`src/design/apb_pkg.sv`:
```
// Package for the adaptive poll buffer: sizes, thresholds, poll codes.
// Assumes both ends of the poll link share one clock and one reset.
package apbuf_pkg;
   // ==========================================================
   // Buffer sizing
   localparam int APBUF_DEPTH = 192;
   localparam int APBUF_THRESH = 96;
   localparam int APBUF_LS_CHARS = 8;
   localparam int APBUF_CHAR_W = 7;
   localparam int APBUF_CNT_W = 8;
   // ==========================================================
   // Poll schedule of the controller
   localparam int APBUF_POLLS_PER_CYCLE = 32;
   localparam int APBUF_HS_CHARS = 8;
   // ==========================================================
   // Poll kinds on the link
   typedef enum logic [1:0] {
      APBUF_POLL_NONE = 2'b00,
      APBUF_POLL_LOW = 2'b01,
      APBUF_POLL_HIGH = 2'b10
   } apbuf_poll_t;
endpackage

```
`src/design/apb_link_if.sv`:
```
// Poll link between the channel controller and the subscriber buffer unit.
// Assumes a shared clock; no clocking block, the ends are plain logic.
`timescale 1ns/1ns
interface apbuf_link_if;
   import apbuf_pkg::*;
   logic [1:0] poll;
   logic poll_valid;
   logic [APBUF_CHAR_W-1:0] rsp_char;
   logic rsp_char_valid;
   logic rsp_done;
   logic rsp_hs_req;
   modport unit_mp (input poll, input poll_valid, output rsp_char,
      output rsp_char_valid, output rsp_done, output rsp_hs_req);
   modport ctrl_mp (output poll, output poll_valid, input rsp_char,
      input rsp_char_valid, input rsp_done, input rsp_hs_req);
endinterface

```
`src/design/apb_unit.sv`:
```
// Subscriber buffer unit: stores terminal characters, answers polls.
// Assumes the terminal strobe comes from logic on sys_clk_i.
//
// Summary of operation
// RL1: Low-speed poll reply sends up to 8 characters
// RL2: Set request bit when fill reaches threshold
// RL3: Threshold sits at 96 stored characters
// RL4: Request bit sent only in low-speed reply
// RL5: Clear request bit when fill drops below threshold
// RL6: Terminal characters accepted at all times; code drops them while the buffer is full or clk_en_i is low
// RL7: Answer each high-speed poll with buffered data
// RL8: Controller stops high-speed polls without request
// RL9: Buffer holds at least 192 characters
// RL10: Terminal characters carry 7 information bits
// RL11: Controller low-speed polls about ten per second
// RL12: High-speed units get 19.2 kb/s line rate
// RL13: Thirty-two polls between two low-speed polls
// RL14: Reply request bit reflects fill at poll
`timescale 1ns/1ns
module apbuf_unit
   import apbuf_pkg::*;
#(
   parameter int DEPTH = APBUF_DEPTH,
   parameter int THRESH = APBUF_THRESH,
   parameter int BURST = APBUF_LS_CHARS
) (
   // Clock, reset, enable
   input wire logic sys_clk_i,
   input wire logic nrst_i,
   input wire logic clk_en_i,
   // Terminal side
   input wire logic [APBUF_CHAR_W-1:0] term_char_i,
   input wire logic term_valid_i,
   output logic term_drop_o,
   output logic hs_req_o,
   output logic [APBUF_CNT_W-1:0] fill_o,
   // Poll link
   apbuf_link_if.unit_mp link
);
   // ==========================================================
   // Storage
   typedef enum logic [1:0] {
      APBUF_U_IDLE = 2'b00,
      APBUF_U_SEND = 2'b01,
      APBUF_U_DONE = 2'b10
   } apbuf_ustate_t;

   // Character store; sized for two low-speed intervals of input
   logic [APBUF_CHAR_W-1:0] mem_q [DEPTH]; // RL9
   // Store pointers, fill count and remaining burst length
   logic [APBUF_CNT_W-1:0] wr_q, wr_d, rd_q, rd_d, cnt_q, cnt_d;
   logic [APBUF_CNT_W-1:0] left_q, left_d;
   // Reply sequencer state
   apbuf_ustate_t st_q, st_d;
   // Request flag and drop pulse
   logic req_q, req_d, drop_q, drop_d;
   // Reply character, strobes and reply request bit
   logic [APBUF_CHAR_W-1:0] ch_q, ch_d;
   logic chv_q, chv_d, done_q, done_d, rhs_q, rhs_d;
   // Store handshake; pop is decided by the reply sequencer
   logic push, pop;

   // Wrap a pointer at the end of the array
   function automatic logic [APBUF_CNT_W-1:0] inc_ptr(
      input logic [APBUF_CNT_W-1:0] p);
      if (p == APBUF_CNT_W'(DEPTH - 1)) begin
         inc_ptr = '0;
      end else begin
         inc_ptr = p + 1'b1;
      end
   endfunction

   // One poll decode shared by both branches of the idle state
   function automatic logic poll_hit(input logic valid,
      input logic [1:0] kind_seen, input logic [1:0] kind_want);
      poll_hit = valid && (kind_seen == kind_want);
   endfunction

   // ==========================================================
   // Reply sequencer: takes a poll when idle, then pops one character
   // a cycle until the burst count or the buffer runs out
   // Polls that arrive while a reply runs are ignored, not queued
   always_comb begin
      st_d = st_q;
      left_d = left_q;
      chv_d = 1'b0;
      done_d = 1'b0;
      ch_d = ch_q;
      rhs_d = rhs_q;
      pop = 1'b0;
      case (st_q)
         APBUF_U_IDLE: begin
            if (poll_hit(link.poll_valid, link.poll, APBUF_POLL_LOW)) begin
               left_d = APBUF_CNT_W'(BURST); // RL1
               // Request level is frozen here for the whole reply
               rhs_d = req_q; // RL4 RL14
               st_d = APBUF_U_SEND;
            end else if (poll_hit(link.poll_valid, link.poll,
                                  APBUF_POLL_HIGH)) begin
               left_d = APBUF_CNT_W'(APBUF_HS_CHARS); // RL7
               // High replies never carry the request bit
               rhs_d = 1'b0; // RL4
               st_d = APBUF_U_SEND;
            end
         end
         APBUF_U_SEND: begin
            // An empty buffer still closes the reply so the poller moves on
            if (left_q == '0 || cnt_q == '0) begin
               done_d = 1'b1;
               st_d = APBUF_U_DONE;
            end else begin
               // Character word holds its value between strobes
               pop = 1'b1; // RL1 RL7
               ch_d = mem_q[rd_q];
               chv_d = 1'b1;
               left_d = left_q - 1'b1;
            end
         end
         APBUF_U_DONE: begin
            // One idle cycle lets the done pulse drop before a new poll
            st_d = APBUF_U_IDLE;
         end
         default: begin
            st_d = APBUF_U_IDLE;
         end
      endcase
   end

   // Reply registers; frozen with the rest while clk_en_i is low
   always_ff @(posedge sys_clk_i) begin
      if (!nrst_i) begin
         st_q <= APBUF_U_IDLE;
         left_q <= '0;
         ch_q <= '0;
         chv_q <= 1'b0;
         done_q <= 1'b0;
         rhs_q <= 1'b0;
      end else if (clk_en_i) begin
         st_q <= st_d;
         left_q <= left_d;
         ch_q <= ch_d;
         chv_q <= chv_d;
         done_q <= done_d;
         rhs_q <= rhs_d;
      end
   end

   // ==========================================================
   // Character store pointers and fill count
   // Terminal never stalls; out of reset and with clk_en_i high, only a full buffer loses a character.
   // A pop in the same cycle does not make room for a push: one lost
   // character at the very top is traded for a simpler full compare.
   always_comb begin
      push = term_valid_i && (cnt_q != APBUF_CNT_W'(DEPTH)); // RL6
      drop_d = term_valid_i && !push;
      wr_d = push ? inc_ptr(wr_q) : wr_q;
      rd_d = pop ? inc_ptr(rd_q) : rd_q;
      cnt_d = cnt_q + APBUF_CNT_W'(push) - APBUF_CNT_W'(pop);
   end

   // Memory has no reset so it maps onto RAM
   always_ff @(posedge sys_clk_i) begin
      if (clk_en_i && push) begin
         mem_q[wr_q] <= term_char_i;
      end
   end

   // Pointer, count and drop registers
   always_ff @(posedge sys_clk_i) begin
      if (!nrst_i) begin
         wr_q <= '0;
         rd_q <= '0;
         cnt_q <= '0;
         drop_q <= 1'b0;
      end else if (clk_en_i) begin
         wr_q <= wr_d;
         rd_q <= rd_d;
         cnt_q <= cnt_d;
         drop_q <= drop_d;
      end
   end

   // ==========================================================
   // High-speed request flag
   // A pure level compare on the next count, so a set and a clear can
   // never race; the bit follows the fill both ways.
   // Pops and pushes in one cycle are both seen before the compare.
   always_comb begin
      req_d = (cnt_d >= APBUF_CNT_W'(THRESH)); // RL2 RL3 RL5
   end

   // Request flag register
   always_ff @(posedge sys_clk_i) begin
      if (!nrst_i) begin
         req_q <= 1'b0;
      end else if (clk_en_i) begin
         req_q <= req_d;
      end
   end

   // ==========================================================
   // Outputs, all straight from registers
   // The reply request bit stands until the next poll is taken, so the
   // poller may sample it together with the done pulse
   assign link.rsp_char = ch_q;
   assign link.rsp_char_valid = chv_q;
   assign link.rsp_done = done_q;
   assign link.rsp_hs_req = rhs_q;
   assign term_drop_o = drop_q;
   assign hs_req_o = req_q;
   assign fill_o = cnt_q;
endmodule

```
`src/flat_wrapper.sv`:
```
// flat-port wrapper written by rule: the top's interface ports become plain ports
module apbuf_unit_flat import apbuf_pkg::*;
#(
   parameter int DEPTH = APBUF_DEPTH,
   parameter int THRESH = APBUF_THRESH,
   parameter int BURST = APBUF_LS_CHARS
)
  (sys_clk_i, nrst_i, clk_en_i, term_char_i, term_valid_i, term_drop_o, hs_req_o, fill_o, link_poll, link_poll_valid, link_rsp_char, link_rsp_char_valid, link_rsp_done, link_rsp_hs_req);
  apbuf_link_if link_i ();
  input wire logic sys_clk_i;
  input wire logic nrst_i;
  input wire logic clk_en_i;
  input wire logic [APBUF_CHAR_W-1:0] term_char_i;
  input wire logic term_valid_i;
  output logic term_drop_o;
  output logic hs_req_o;
  output logic [APBUF_CNT_W-1:0] fill_o;
  input wire logic [$bits(link_i.poll)-1:0] link_poll;
  input wire logic [$bits(link_i.poll_valid)-1:0] link_poll_valid;
  output wire logic [$bits(link_i.rsp_char)-1:0] link_rsp_char;
  output wire logic [$bits(link_i.rsp_char_valid)-1:0] link_rsp_char_valid;
  output wire logic [$bits(link_i.rsp_done)-1:0] link_rsp_done;
  output wire logic [$bits(link_i.rsp_hs_req)-1:0] link_rsp_hs_req;
  assign link_i.poll = link_poll;
  assign link_i.poll_valid = link_poll_valid;
  assign link_rsp_char = link_i.rsp_char;
  assign link_rsp_char_valid = link_i.rsp_char_valid;
  assign link_rsp_done = link_i.rsp_done;
  assign link_rsp_hs_req = link_i.rsp_hs_req;
  apbuf_unit #(.DEPTH(DEPTH), .THRESH(THRESH), .BURST(BURST)) u_core (.sys_clk_i(sys_clk_i), .nrst_i(nrst_i), .clk_en_i(clk_en_i), .term_char_i(term_char_i), .term_valid_i(term_valid_i), .term_drop_o(term_drop_o), .hs_req_o(hs_req_o), .fill_o(fill_o), .link(link_i));
endmodule
```
`config.mk`:
```
export PLATFORM = sky130hd
export DESIGN_NAME = apbuf_unit_flat
export DESIGN_NICKNAME = d
export VERILOG_FILES = /design/src/design/apb_pkg.sv /design/src/design/apb_link_if.sv /design/src/design/apb_unit.sv /design/src/flat_wrapper.sv
export SDC_FILE = /design/constraint.sdc
export NUM_CORES = 2
export LEC_CHECK = 0
export BUFFER_PORTS_ARGS = -buffer_cell sky130_fd_sc_hd__clkbuf_2
export CAP_MARGIN = 20
export CORE_AREA = 2 2 307 309
export DETAILED_ROUTE_END_ITERATION = 16
export DIE_AREA = 0 0 309 311
export GPL_ROUTABILITY_DRIVEN = 0
export PLACE_DENSITY = 0.84
export SLEW_MARGIN = 20
export SYNTH_ARGS = -nofsm -noshare
export SYNTH_HDL_FRONTEND = slang
export SYNTH_SLANG_ARGS = --single-unit
```
`constraint.sdc`:
```
create_clock -name sys_clk_i -period 4.4 [get_ports sys_clk_i]
set_clock_uncertainty 0.05 [all_clocks]
set_input_delay 0.22 -clock sys_clk_i [delete_from_list [all_inputs] [get_ports sys_clk_i]]
set_output_delay 0.22 -clock sys_clk_i [all_outputs]
set_load 0.01 [all_outputs]
```
==> results_dict.tcl <==
set metrics [dict create \
    hold_viol 0 \
    slew_headroom_pct 25.5 \
    p_sw_w 0.00564 \
    synth_edf_count 1344 \
    power_frac_comb_pct 3.4 \
    synth_area_per_cell_um2 19.8 \
    async_flop_share_pct 0 \
    drtIter0Drc 5314 \
    first_pass_iters 6 \
    rows 112 \
    ys_types 79 \
    vdd_drop_max_mv 0.321 \
    dp_slack_ns 0.548 \
    dp_cells 4113 \
    period_needed_ns 3.99 \
    fin_crit_sh_pct 90.6 \
    grt_pass1_wl_um 209000 \
    cp.arrival_ns 4.61 \
    yosys_warnings 0 \
    fmax_mhz 251 \
    synth_seq_cells 1390 \
    timing.reg2reg.worst_path_depth 15 \
    synth-seq-area-share_pct 74.5 \
    core_area_um2 92800 \
    r2r_start "u_core.fill_o[4]" \
    clkLatencyLatePin_ns 0.75 \
    startpoint "u_core.fill_o[4]" \
    synth_most_common_cell "edfxtp_1" \
    cts-resized-gates 0 \
    cap_viol_max_count 0 \
    io_buffers 33 \
    io_pins 34 \
    p_seq_share_pct 54.1 \
    initial_core_util_pct 59.7 \
    syn_area_um2 55400 \
    detail_route.wl_per_cell_um 32.9 \
    setup_viol 0 \
    routed_wl_um 144000 \
    antenna_found_initial 7 \
    internal_power_w 0.0213 \
    clockBufferDepth 3 \
    critPathLaunchType "flip-flop" \
    drt_drc_violations_left 0 \
    cts_sinks 1390 \
    die_y_um 311 \
    nets 3039 \
    final_layout_size_suffix_gt1_share_pct 22.0 \
    via_per_inst 6.97 \
    cts-root-buf "clkbuf_16" \
    die_w_um 309 \
    syn-num-nets 2834 \
    crit_required_ns 5.02 \
    cts_tree "done" \
    synth_ff_type "edfxtp_1" \
    grt_setup_unrepaired "no" \
    hold_depth 1 \
    drv_slew 0 \
    final_cells 4367 \
    worstPathMaxFanout 6 \
    post-cts-setup-buffers 0 \
    fin_ws_ns 0.412 \
    synthTopCellsByCount "edfxtp_1 (1,344), nor2_1 (251), mux4_2 (235)" \
    finalSetupTns_ns 0 \
    worstMarginPinSlew_ns 1.11 \
    postRouteAntennaNets 0 \
    cts_buffers 135 \
    hold_slack_ns 0.0106 \
    hp-start "term_char_i[5]" \
    leakagePower_nw 19.0 \
    grt_max_degree 125 \
    post-route-util_pct 66.9 \
    area_delta_synth_final_pct 12.0 \
    cts_htree_levels 4 \
    hpwl_um 86600 \
    synth_area_leaders "edfxtp_1 (73%), mux4_2 (9.6%), mux2i_1 (2.8%)" \
    grt_use_total_pct 30.2 \
    crit_type "flip-flop to flip-flop" \
    p_sw_share_pct 20.9 \
    fp.dieArea_um2 96100 \
    status "complete, no violations" \
    cts_hold_buf 10 \
    powerDensity_nw_per_um2 434 \
    worstSetupEndpointType "flip-flop" \
    netlist_instances 2801 \
    yosysTopAreaCellShare_pct 72.8 \
    grt_pass1_vias 30486 \
    path_clk_slew_ns 0.06 \
    worstHoldPathType "input pin to flip-flop" \
    p_clk_share_pct 42.5 \
    dr_total_vias 30417 \
    synth_top_area_cell "edfxtp_1" \
    grt_overflow_total 0 \
]
==> critical path: stages, from the launching register on <==
cell	delay, ns
dfxtp_1	0.40
inv_1	0.09
ha_1	0.20
nor4bb_1	0.14
buf_4	0.17
a22o_1	0.32
nor3_1	0.23
ha_1	0.25
inv_1	0.06
ha_1	0.27
a21o_1	0.19
a21oi_1	0.27
o21ai_0	0.17
a2111oi_0	0.64
o21bai_1	0.22
a31oi_1	0.24
==> stage by stage <==
stage	area [um2]	total power, W
6_report	62100	0.0269
3_3_place_gp	57500	0.0157
3_5_place_dp	57500	0.0157
4_1_cts	62000	0.0270
2_1_floorplan	55400	0.0153
5_1_grt	62000	0.0275
==> metal layers <==
metal,vias up,track usage [%],routed length [um]
met4,12,15.7,9050
met3,605,8.75,18800
met1,15196,39.5,48100
met5,-,0,84
met2,2698,46.5,67400
li1,11906,-,-
==> power groups by stage <==
stage,clock network (W),logic [W],registers (W)
global route,0.0120,0.000973,0.0146
CTS,0.0115,0.000900,0.0146
detailed placement,0,0.000882,0.0149
floorplan,0,0.000491,0.0149
finish,0.0114,0.000917,0.0146
global placement,0,0.000838,0.0149
==> layout by cell type, fill, tap and decap left out, types with 30 or more instances in the layout <==
cell	netlist	final
mux2i_1	154	154
nand2_1	53	53
clkinv_1	1	40
o22ai_1	30	30
nor2_1	251	250
buf_4	19	184
mux4_1	52	52
edfxtp_1	1344	1344
a21oi_1	57	57
dfxtp_1	46	42
mux4_2	235	235
clkbuf_16	0	137
==> path summary, 6_finish.rpt <==
path	endpoint	slack, ns
setup / recovery	u_core.fill_o[7]	0.41
hold / removal	u_core.mem_q[1][5]	0.01
setup reg to reg	u_core.fill_o[7]	0.41
hold reg to reg	u_core.link.rsp_hs_req	0.42
==> state kept, by name, summed over array words and instances (netlist names) <==
name and count:
u_core.link.rsp_done 1, u_core.link.rsp_hs_req 1, u_core.term_drop_o 1, u_core.hs_req_o 1
u_core.link.rsp_char 7, u_core.link.rsp_char_valid 1, u_core.st_q 2, u_core.fill_o 8
u_core.mem_q 1344, u_core.left_q 8, u_core.rd_q 8, u_core.wr_q 8
==> final cells by class <==
cell class,instances,area (um2)
antenna,1,2.50
tap,1254,1570
timing repair buffer,235,1860
fill,5545,30700
clock inverter,83,890
inverter,28,105
clock buffer,160,3510
sequential,1390,41300
multi-input combinational,1216,12800
==> logic make-up (layout without fill, tap and decap cells) <==
kind of cell    after synthesis  after routing  share of synthesized area (%)
flops                      1390           1390                           74.5
compound gates              289            289                           3.70
fa+ha+maj                    19             19                          0.443
xor+xnor                     20             20                          0.316
buf+inv                     195            506                           2.40
mux                         462            462                           15.2
other cells                   0              1                              0
simple gates                426            426                           3.42
Power figures use the tool's default switching activity.
